--- src/srb_pkg.sv ---
/*
  package for the stop result register bank: register indices, field layout,
  reset values and the carrier structs for result loading and register reads.
  assumes a 24-bit result word with parity on bit 23.
*/
package srb_pkg;

  localparam int SRB_ADDR_W = 6;
  localparam int SRB_WORD_W = 24;
  localparam int SRB_VAL_W = 23;
  localparam int SRB_CNT_W = 16;
  localparam int SRB_EXT_W = 7;

  // register indices
  localparam logic [5:0] SRB_ADDR_INTERVAL3 = 6'h14;
  localparam logic [5:0] SRB_ADDR_STOP3_COARSE = 6'h15;
  localparam logic [5:0] SRB_ADDR_INTERVAL4 = 6'h16;
  localparam logic [5:0] SRB_ADDR_STOP4_COARSE = 6'h17;
  localparam logic [5:0] SRB_ADDR_INTERVAL5 = 6'h18;
  localparam logic [5:0] SRB_ADDR_STOP5_COARSE = 6'h19;
  localparam logic [5:0] SRB_ADDR_INTERVAL6 = 6'h1a;
  localparam logic [5:0] SRB_ADDR_CAL_FIRST = 6'h1b;

  // field positions
  localparam int SRB_PARITY_BIT = 23;
  localparam int SRB_VAL_MSB = 22;
  localparam int SRB_CNT_MSB = 15;

  // values after reset
  localparam logic [22:0] SRB_VAL_RESET = 23'h00_0000;
  localparam logic [23:0] SRB_WORD_ZERO = 24'h00_0000;

  // result slot selector used by the measurement side
  typedef enum logic [2:0] {
    SRB_SLOT_INTERVAL3,
    SRB_SLOT_STOP3_COARSE,
    SRB_SLOT_INTERVAL4,
    SRB_SLOT_STOP4_COARSE,
    SRB_SLOT_INTERVAL5,
    SRB_SLOT_STOP5_COARSE,
    SRB_SLOT_INTERVAL6,
    SRB_SLOT_CAL_FIRST
  } srb_slot_e;

  typedef struct packed {
    logic load;
    srb_slot_e slot;
    logic [22:0] value;
  } srb_load_s;

  typedef struct packed {
    logic rd;
    logic wr;
    logic [5:0] addr;
  } srb_req_s;

endpackage

--- src/srb_result_bank.sv ---
/*
  stop result register bank: read-only result words for later stop pulses,
  with the first calibration result at the end of the group.

  index  word
  0x14   interval3 result
  0x15   stop3 coarse count
  0x16   interval4 result
  0x17   stop4 coarse count
  0x18   interval5 result
  0x19   stop5 coarse count
  0x1a   interval6 result
  0x1b   first calibration result

  word layout: parity in 23, interval and calibration values in 22:0,
  coarse counts in 15:0 with 22:16 as an averaging extension.
  parity is even over 22:0, so every word reads all-zero after reset.

  assumes the measurement engine loads one slot per cycle through load_in and
  the host port presents a decoded address with read/write strobes in clk_sys.
  the serial framing of the host port lives outside this block.
*/
//
// Operation
// - stop3 coarse count at index 0x15
// - interval4 at 0x16, coarse next
// - interval5 at 0x18, coarse at 0x19
// - interval6 at 0x1a
// - coarse count bits 15:0, extension 22:16
// - read-only, ignores writes, zero after reset
// - first calibration result at 0x1b
// - interval value 23 bits in 22:0
`timescale 1ns/1ps
module srb_result_bank
  import srb_pkg::*;
#(
  parameter int EXT_EN = 1
) (
  // clock and reset
  input wire logic clk_sys,
  input wire logic rst,
  // measurement engine side
  input wire srb_load_s load_in,
  input wire logic averaging_en,
  // register port
  input wire srb_req_s req_in,
  output logic [23:0] rd_data,
  output logic rd_hit,
  output logic wr_ignored
);

  ////////////////////////////////////////////////////////////////////////////
  // parity: even over the 23 payload bits, so an all-zero word reads clean
  function automatic logic [23:0] srb_word(input logic [22:0] v);
    srb_word = {^v, v};
  endfunction

  // coarse slots keep 16 bits unless averaging widens them
  function automatic logic [22:0] srb_coarse(input logic [22:0] v, input logic avg);
    logic [6:0] ext;
    ext = (avg && EXT_EN != 0) ? v[SRB_VAL_MSB:SRB_CNT_MSB+1] : 7'h00;
    srb_coarse = {ext, v[SRB_CNT_MSB:0]};
  endfunction

  // register index compare, shared by every word's decode
  function automatic logic srb_hit(input logic [5:0] a, input logic [5:0] idx);
    srb_hit = (a == idx);
  endfunction

  // load strobe for one slot
  function automatic logic srb_ld(input srb_load_s l, input srb_slot_e s);
    srb_ld = l.load && (l.slot == s);
  endfunction

  // only one hit line is ever high, so the picks can simply be or-ed together
  function automatic logic [23:0] srb_pick(input logic sel, input logic [23:0] w);
    srb_pick = sel ? w : SRB_WORD_ZERO;
  endfunction

  ////////////////////////////////////////////////////////////////////////////
  // storage, indexed by slot
  logic [22:0] val_reg [8];
  logic [22:0] val_next [8];
  logic [22:0] load_word;
  logic [7:0] ld_vec;
  logic is_coarse;

  // coarse slots are masked on the way in, so reads need no slot knowledge
  assign is_coarse = (load_in.slot == SRB_SLOT_STOP3_COARSE) ||
                     (load_in.slot == SRB_SLOT_STOP4_COARSE) ||
                     (load_in.slot == SRB_SLOT_STOP5_COARSE);
  assign load_word = is_coarse ? srb_coarse(load_in.value, averaging_en)
                               : load_in.value;

  always_comb begin
    for (int i = 0; i < 8; i++) begin
      val_next[i] = ld_vec[i] ? load_word : val_reg[i];
    end
  end

  // only the measurement engine updates results; the register port never does
  always_ff @(posedge clk_sys or posedge rst) begin
    if (rst) begin
      for (int i = 0; i < 8; i++) begin
        val_reg[i] <= SRB_VAL_RESET;
      end
    end else begin
      for (int i = 0; i < 8; i++) begin
        val_reg[i] <= val_next[i];
      end
    end
  end

  ////////////////////////////////////////////////////////////////////////////
  // interval3 result at 0x14
  // 23-bit unsigned value in 22:0
  logic ld_int3;
  logic hit_int3;
  logic rd_int3;
  logic wr_int3;
  logic [23:0] word_int3;
  logic [23:0] pick_int3;

  assign ld_int3 = srb_ld(load_in, SRB_SLOT_INTERVAL3);
  assign hit_int3 = srb_hit(req_in.addr, SRB_ADDR_INTERVAL3);
  assign rd_int3 = req_in.rd & hit_int3;
  assign wr_int3 = req_in.wr & hit_int3;
  assign word_int3 = srb_word(val_reg[SRB_SLOT_INTERVAL3]);
  assign pick_int3 = srb_pick(hit_int3, word_int3);

  ////////////////////////////////////////////////////////////////////////////
  // stop3 coarse count at 0x15
  // 16-bit count in 15:0, 22:16 widen it only while averaging
  logic ld_cc3;
  logic hit_cc3;
  logic rd_cc3;
  logic wr_cc3;
  logic [23:0] word_cc3;
  logic [23:0] pick_cc3;

  assign ld_cc3 = srb_ld(load_in, SRB_SLOT_STOP3_COARSE);
  assign hit_cc3 = srb_hit(req_in.addr, SRB_ADDR_STOP3_COARSE);
  assign rd_cc3 = req_in.rd & hit_cc3;
  assign wr_cc3 = req_in.wr & hit_cc3;
  assign word_cc3 = srb_word(val_reg[SRB_SLOT_STOP3_COARSE]);
  assign pick_cc3 = srb_pick(hit_cc3, word_cc3);

  ////////////////////////////////////////////////////////////////////////////
  // interval4 result at 0x16
  // 23-bit unsigned value in 22:0
  logic ld_int4;
  logic hit_int4;
  logic rd_int4;
  logic wr_int4;
  logic [23:0] word_int4;
  logic [23:0] pick_int4;

  assign ld_int4 = srb_ld(load_in, SRB_SLOT_INTERVAL4);
  assign hit_int4 = srb_hit(req_in.addr, SRB_ADDR_INTERVAL4);
  assign rd_int4 = req_in.rd & hit_int4;
  assign wr_int4 = req_in.wr & hit_int4;
  assign word_int4 = srb_word(val_reg[SRB_SLOT_INTERVAL4]);
  assign pick_int4 = srb_pick(hit_int4, word_int4);

  ////////////////////////////////////////////////////////////////////////////
  // stop4 coarse count at 0x17, right after its interval
  // 16-bit count in 15:0, 22:16 widen it only while averaging
  logic ld_cc4;
  logic hit_cc4;
  logic rd_cc4;
  logic wr_cc4;
  logic [23:0] word_cc4;
  logic [23:0] pick_cc4;

  assign ld_cc4 = srb_ld(load_in, SRB_SLOT_STOP4_COARSE);
  assign hit_cc4 = srb_hit(req_in.addr, SRB_ADDR_STOP4_COARSE);
  assign rd_cc4 = req_in.rd & hit_cc4;
  assign wr_cc4 = req_in.wr & hit_cc4;
  assign word_cc4 = srb_word(val_reg[SRB_SLOT_STOP4_COARSE]);
  assign pick_cc4 = srb_pick(hit_cc4, word_cc4);

  ////////////////////////////////////////////////////////////////////////////
  // interval5 result at 0x18
  // 23-bit unsigned value in 22:0
  logic ld_int5;
  logic hit_int5;
  logic rd_int5;
  logic wr_int5;
  logic [23:0] word_int5;
  logic [23:0] pick_int5;

  assign ld_int5 = srb_ld(load_in, SRB_SLOT_INTERVAL5);
  assign hit_int5 = srb_hit(req_in.addr, SRB_ADDR_INTERVAL5);
  assign rd_int5 = req_in.rd & hit_int5;
  assign wr_int5 = req_in.wr & hit_int5;
  assign word_int5 = srb_word(val_reg[SRB_SLOT_INTERVAL5]);
  assign pick_int5 = srb_pick(hit_int5, word_int5);

  ////////////////////////////////////////////////////////////////////////////
  // stop5 coarse count at 0x19
  // 16-bit count in 15:0, 22:16 widen it only while averaging
  logic ld_cc5;
  logic hit_cc5;
  logic rd_cc5;
  logic wr_cc5;
  logic [23:0] word_cc5;
  logic [23:0] pick_cc5;

  assign ld_cc5 = srb_ld(load_in, SRB_SLOT_STOP5_COARSE);
  assign hit_cc5 = srb_hit(req_in.addr, SRB_ADDR_STOP5_COARSE);
  assign rd_cc5 = req_in.rd & hit_cc5;
  assign wr_cc5 = req_in.wr & hit_cc5;
  assign word_cc5 = srb_word(val_reg[SRB_SLOT_STOP5_COARSE]);
  assign pick_cc5 = srb_pick(hit_cc5, word_cc5);

  ////////////////////////////////////////////////////////////////////////////
  // interval6 result at 0x1a, the last interval slot
  // 23-bit unsigned value in 22:0
  logic ld_int6;
  logic hit_int6;
  logic rd_int6;
  logic wr_int6;
  logic [23:0] word_int6;
  logic [23:0] pick_int6;

  assign ld_int6 = srb_ld(load_in, SRB_SLOT_INTERVAL6);
  assign hit_int6 = srb_hit(req_in.addr, SRB_ADDR_INTERVAL6);
  assign rd_int6 = req_in.rd & hit_int6;
  assign wr_int6 = req_in.wr & hit_int6;
  assign word_int6 = srb_word(val_reg[SRB_SLOT_INTERVAL6]);
  assign pick_int6 = srb_pick(hit_int6, word_int6);

  ////////////////////////////////////////////////////////////////////////////
  // first calibration result at 0x1b
  // 23-bit unsigned value in 22:0
  logic ld_cal1;
  logic hit_cal1;
  logic rd_cal1;
  logic wr_cal1;
  logic [23:0] word_cal1;
  logic [23:0] pick_cal1;

  assign ld_cal1 = srb_ld(load_in, SRB_SLOT_CAL_FIRST);
  assign hit_cal1 = srb_hit(req_in.addr, SRB_ADDR_CAL_FIRST);
  assign rd_cal1 = req_in.rd & hit_cal1;
  assign wr_cal1 = req_in.wr & hit_cal1;
  assign word_cal1 = srb_word(val_reg[SRB_SLOT_CAL_FIRST]);
  assign pick_cal1 = srb_pick(hit_cal1, word_cal1);

  ////////////////////////////////////////////////////////////////////////////
  // read select and strobe merge
  logic any_rd;
  logic any_wr;
  logic [23:0] sel_word;

  assign ld_vec = {ld_cal1, ld_int6, ld_cc5, ld_int5, ld_cc4, ld_int4, ld_cc3, ld_int3};
  assign any_rd = rd_int3 | rd_cc3 | rd_int4 | rd_cc4 |
                  rd_int5 | rd_cc5 | rd_int6 | rd_cal1;
  assign any_wr = wr_int3 | wr_cc3 | wr_int4 | wr_cc4 |
                  wr_int5 | wr_cc5 | wr_int6 | wr_cal1;
  assign sel_word = pick_int3 | pick_cc3 | pick_int4 | pick_cc4 |
                    pick_int5 | pick_cc5 | pick_int6 | pick_cal1;

  ////////////////////////////////////////////////////////////////////////////
  // read answer is registered; unmapped addresses read zero with rd_hit low
  logic [23:0] rd_data_reg;
  logic [23:0] rd_data_next;
  logic rd_hit_reg;
  logic rd_hit_next;
  logic wr_ignored_reg;
  logic wr_ignored_next;

  // rd_data holds between reads so a slow host can still pick it up
  assign rd_data_next = req_in.rd ? sel_word : rd_data_reg;
  assign rd_hit_next = any_rd;
  // a write is answered only as a flag; storage has no write path at all
  assign wr_ignored_next = any_wr;

  always_ff @(posedge clk_sys or posedge rst) begin
    if (rst) begin
      rd_data_reg <= SRB_WORD_ZERO;
    end else begin
      rd_data_reg <= rd_data_next;
    end
  end

  always_ff @(posedge clk_sys or posedge rst) begin
    if (rst) begin
      rd_hit_reg <= 1'b0;
    end else begin
      rd_hit_reg <= rd_hit_next;
    end
  end

  always_ff @(posedge clk_sys or posedge rst) begin
    if (rst) begin
      wr_ignored_reg <= 1'b0;
    end else begin
      wr_ignored_reg <= wr_ignored_next;
    end
  end

  assign rd_data = rd_data_reg;
  assign rd_hit = rd_hit_reg;
  assign wr_ignored = wr_ignored_reg;

endmodule

--- config.mk ---
export PLATFORM = sky130hd
export DESIGN_NAME = srb_result_bank
export DESIGN_NICKNAME = d
export VERILOG_FILES = /design/src/srb_pkg.sv /design/src/srb_result_bank.sv
export SDC_FILE = /design/constraint.sdc
export NUM_CORES = 1
export LEC_CHECK = 0
export ABC_AREA = 1
export BUFFER_PORTS_ARGS = -buffer_cell sky130_fd_sc_hd__buf_2
export CORE_MARGIN = 2
export CORE_UTILIZATION = 50
export CTS_BUF_LIST = sky130_fd_sc_hd__clkbuf_2 sky130_fd_sc_hd__clkbuf_4 sky130_fd_sc_hd__clkbuf_8
export CTS_CLUSTER_DIAMETER = 50
export DETAILED_ROUTE_END_ITERATION = 6
export PLACE_DENSITY = 0.67
export SLEW_MARGIN = 20
export SYNTH_ARGS = -nofsm -noshare
export SYNTH_HDL_FRONTEND = slang
export SYNTH_SLANG_ARGS = --single-unit
--- constraint.sdc ---
create_clock -name clk_sys -period 7.5 [get_ports clk_sys]
set_input_delay 1.5 -clock clk_sys [delete_from_list [all_inputs] [get_ports clk_sys]]
set_output_delay 1.5 -clock clk_sys [all_outputs]
set_load 0.02 [all_outputs]
== After elaboration in Yosys (flattened, before gate mapping) ==
Index checks and enable logic that the tools add are counted.

* Register bits: 210
* Bits of input ports: 38
* Output and inout port bits: 26
* Word-level logic and storage cells: 92

* Eq/ne operators: 15
* Muxes and demuxes: 10
* Bitwise operators: 37
* Reduce and logical (&&, ||, !) cells: 19

{| class="wikitable"
|+ Operator list
! cell !! number
|-
| 24-bit 2-to-1 mux || 8
|-
| 23-bit XOR reduction || 8
|-
| 24-bit bitwise OR || 7
|-
| 6-bit by 5-bit == test with 1-bit output, second input constant || 8
|-
| 23-bit 2-to-1 mux || 1
|-
| 1-bit AND || 16
|-
| 1-bit bitwise OR || 14
|-
| 3-bit == test, second input constant || 4
|-
| 1-bit logical AND || 8
|-
| 7-bit 2-to-1 mux || 1
|-
| 3-bit by 2-bit == test with 1-bit output, second input constant || 2
|-
| 3-bit by 1-bit == test with 1-bit output, second input constant || 1
|-
| 3-bit zero test || 1
|-
| 1-bit logical OR || 2
|}

== Depth between registers and ports, before layout ==
* Word-level depth: 9
* Depth in mapped cells: 17
* Gate-level depth less buffers: 17

== Worst setup path before layout ==
Ideal clock, no wire load.

* Path kind: input-to-reg
* From: in req_in[4] (netlist bit)
* To: reg rd_data_reg[6], in the netlist rd_data[6]
* Setup time: 0.124 ns
* Data arrival time: 2.479 ns
* Required time: 7.376 ns
* Slack: 4.897 ns
* Cell stages on the path: 11
* Buffers on the path: 1
* Cell sequence: inv_2 -> nor2_1 -> nand2_4 -> inv_4 -> nand2_4 -> inv_2 -> buf_6 -> nand2_1 -> o2111ai_1 -> o32ai_1 -> inv_1

* Word-level cells in the longest chain between the ends: 9
* Elaborated cells between the ends (all ways): 23
* Classes of those cells: eq/ne: 8; mux: 8; bitwise: 7

{| class="wikitable"
|+ Ends and longest elaborated chain
! element !! line !! text
|-
| start, declared || srb_result_bank.sv:46 || <nowiki>input wire srb_req_s req_in,</nowiki>
|-
| 6-bit by 5-bit == test with 1-bit output || srb_result_bank.sv:67 || <nowiki>srb_hit = (a == idx);</nowiki>
|-
| 24-bit 2-to-1 mux || srb_result_bank.sv:77 || <nowiki>srb_pick = sel ? w : SRB_WORD_ZERO;</nowiki>
|-
| 24-bit bitwise OR (4 in series) || srb_result_bank.sv:261 || <nowiki>assign sel_word = pick_int3 | pick_cc3 | pick_int4 | pick_cc4 |</nowiki>
|-
| 24-bit bitwise OR (2 in series) || srb_result_bank.sv:262 || <nowiki>pick_int5 | pick_cc5 | pick_int6 | pick_cal1;</nowiki>
|-
| 24-bit bitwise OR * || srb_result_bank.sv:262 ||
|-
| end signal, assigned || srb_result_bank.sv:283 || <nowiki>rd_data_reg <= rd_data_next;</nowiki>
|-
| end, declared || srb_result_bank.sv:266 || <nowiki>logic [23:0] rd_data_reg;</nowiki>
|}

Mark *: on every way between the ends. The rest lies on a longest branch, timed or not.
A chain may end at the register's enable or synchronous reset.

==> reports/results.ini <==
[clock_tree]
root_buffer = clkbuf_8
insertion_delay_ps = 540
cts_resized = 0
htree_levels = 2
cts_made_buffers = 38
cts_tree = done
cts.clk_slew.worst_paths_ps = 60
cts_hold_buf = 0
numClockSinks = 210
clock_tree.buffer_depth = 3
cts_setup_buffers = 0

[global_routing]
grt_antenna_before_repair = 0
grt_pass1_wl_um = 60330
grt-ovfl-total = 0
grt_max_degree = 135
grt_pass1_vias = 11307
grt_usage = 0.2959

[drt]
drc_errors = 0
highest_layer = met4
drt-total-wl_um = 37700
vias_per_cell = 5.382
antenna_left = 0
met2WireLength_um = 17700
wl_per_cell_um = 16.79
met1Wirelength_um = 16450
num_vias = 12088
drt_iter0_markers = 1049
dr.pass1.iters = 5
wl_met3_um = 2316

[synth]
synth_cells = 1837
syn_nets = 1875
syn_area_mm2 = 0.01248
synth_seq_cells = 210
seq_area_frac_synth = 0.4210
yosysTopAreaCell = dfrtp_1
ys_top_cells_by_area = dfrtp_1 (42%), nand2_1 (26%), o21ai_0 (7.5%)
synth_cell_types = 40
yosysWarnings = 0
synth.avg_cell_area_um2 = 6.795
synth_top_cell_area_share = 0.4210

[pwr]
p_int_w = 0.002434
peakVddDrop_v = 0.0001414
p_leak_nw = 7.527
p_per_area_mw_per_mm2 = 290.8
clkPwrFrac = 0.277
p_sw_frac = 0.3941
seq_power_share = 0.394
comb_power_share = 0.329
power.switching_w = 0.001583

[worst_setup_path]
crit_path_end_kind = flip-flop
cp_max_fo = 37
r2r_slack_ps = 5570
crit_slowest_cell = buf_2
start_kind = input port
cpPeakStageDelay_ps = 620
crit_chain = buf_2 > inv_1 > a221oi_1 > nand3_1 > o21ai_1 > inv_1
r2r_start = val_reg[176]
r2r_end = rd_data[23]
crit_top_cell = inv_1
critical_path_required_ps = 7930
r2r_cells = 16
crit_type = in2reg
cp.arrival_ps = 3350

[worst_hold_path]
min-delay-start = rd_data[2]
hold_end = rd_data[2]
worstHoldPathCells = 2
min_path_type = reg2reg

[timing]
maxSlewViolCount = 0
relSlewSlack = 0.2975
setup_viol = 0
tightest_slew_ps = 1050
hold_viol = 0
fin_skew_ps = 14.57
holdWs_ps = 470.1
fin_crit_sh = 0.3899
finalSetupTns_ps = 0
max_freq_mhz = 342.0
period_minus_slack_ps = 2924
rsz0062_at_grt = false

[floorplan]
coreArea_mm2 = 0.02439
pin_count = 64
die_w_um = 162
start_util = 0.5117
die_h_um = 162
fp-row-count = 57
die_area_mm2 = 0.02624

[finish]
largest_reg_flops = 184
antenna_cells = 0
nets = 1938
area_delta_synth_final_pct = 10.70
mostFrequentLayoutCell = nand2_1
final_cell_area_mm2 = 0.01382
final_cell_mix = nand2_1 (870), dfrtp_1 (210), inv_1 (194), o21ai_0 (188), buf_2 (63)
drive_gt1_frac = 0.08637

[place]
dpl-instance-area_mm2 = 0.01305
port-buffer-count = 63
gp_congestion = 0.9255
dp_hpwl_um = 27490

[flow_run]
maxCapViolations = 0

[outcome]
status = finished, final reports clean

cell families (layout without fill, tap and decap cells):
family,count (synthesis),in the layout,synth area share
AOI/OAI and AO/OA,299,299,0.1362
xor gates and xnor gates,58,58,0.04070
buffers and inverters,256,341,0.08089
DFF,210,210,0.4210
and+or+nand+nor,1014,1014,0.3212
routing by layer:
layer / vias to the layer above / global-route usage
met4: 0 / 0.1022
met1: 5673 / 0.4006
met2: 397 / 0.4919
met5: - / 0
li1: 5938 / -
met3: 80 / 0.03933
power groups by stage:
| stage | Clock, W | Sequential (W) | Combinational (W) |
|---|---|---|---|
| after floorplan | 0 | 0.00153 | 0.000994 |
| after global placement | 0 | 0.00159 | 0.00127 |
| after detailed placement | 0 | 0.00159 | 0.00132 |
| after CTS | 0.00113 | 0.00157 | 0.00132 |
| after global routing | 0.00118 | 0.00161 | 0.00154 |
| final | 0.00111 | 0.00158 | 0.00132 |
how the worst max path moves through the flow:
stage / from / endpoint / slack (ps) / cells after the start
2_1_floorplan: rst / rd_data[0] / 260 / 1
3_3_place_gp: req_in[2] / rd_data[17] / 4060 / 11
3_5_place_dp: req_in[2] / rd_data[17] / 3990 / 11
4_1_cts: req_in[7] / rd_data[17] / 4620 / 6
5_1_grt: rst / val_reg[120] / 4450 / 3
6_report: req_in[7] / rd_data[17] / 4580 / 6
cell type report:
type                       instances  area [µm²]
fill                            2399       10570
multi-input combinational       1371        6222
sequential                       210        5255
inverter                         208       790.8
clock buffer                      57       715.7
tap                              324       405.4
timing repair buffer              71       375.4
clock inverter                     5       52.55
metrics by stage:
step / cells / worst slack, ps / power [W] / util
floorplan: 1837 / 262.5 / 0.002526 / -
global placement: 2184 / 4060 / 0.002858 / 0.5350
detailed placement: 2184 / 3988 / 0.002908 / 0.5350
CTS: 2246 / 4623 / 0.004025 / 0.5665
global route: 2246 / 4452 / 0.004330 / 0.5665
finish: 2246 / 4576 / 0.004017 / 0.5665
critical path: cells and delay by family:
family	cells	cell delay [ps]
simple gates	1	110
buf+inv	3	1250
compound gates	2	450
cell usage after synthesis, drive strengths merged:
cell type	number
buf	16
a31oi	1
a22o	5
nand2	876
a41oi	2
o21ai	205
o221ai	7
clkbuf	32
nand3b	2
o32ai	3
a21oi	29
a211oi	4
nand3	59
o22ai	18
nor4	1
inv	208
nor2	57
nand4	10
xnor2	31
or2	7
dfrtp	210
xor2	27
o2111ai	8
a211o	1
nor3	1
nor2b	1
a221oi	16
(Power assumes the default switching activity.)
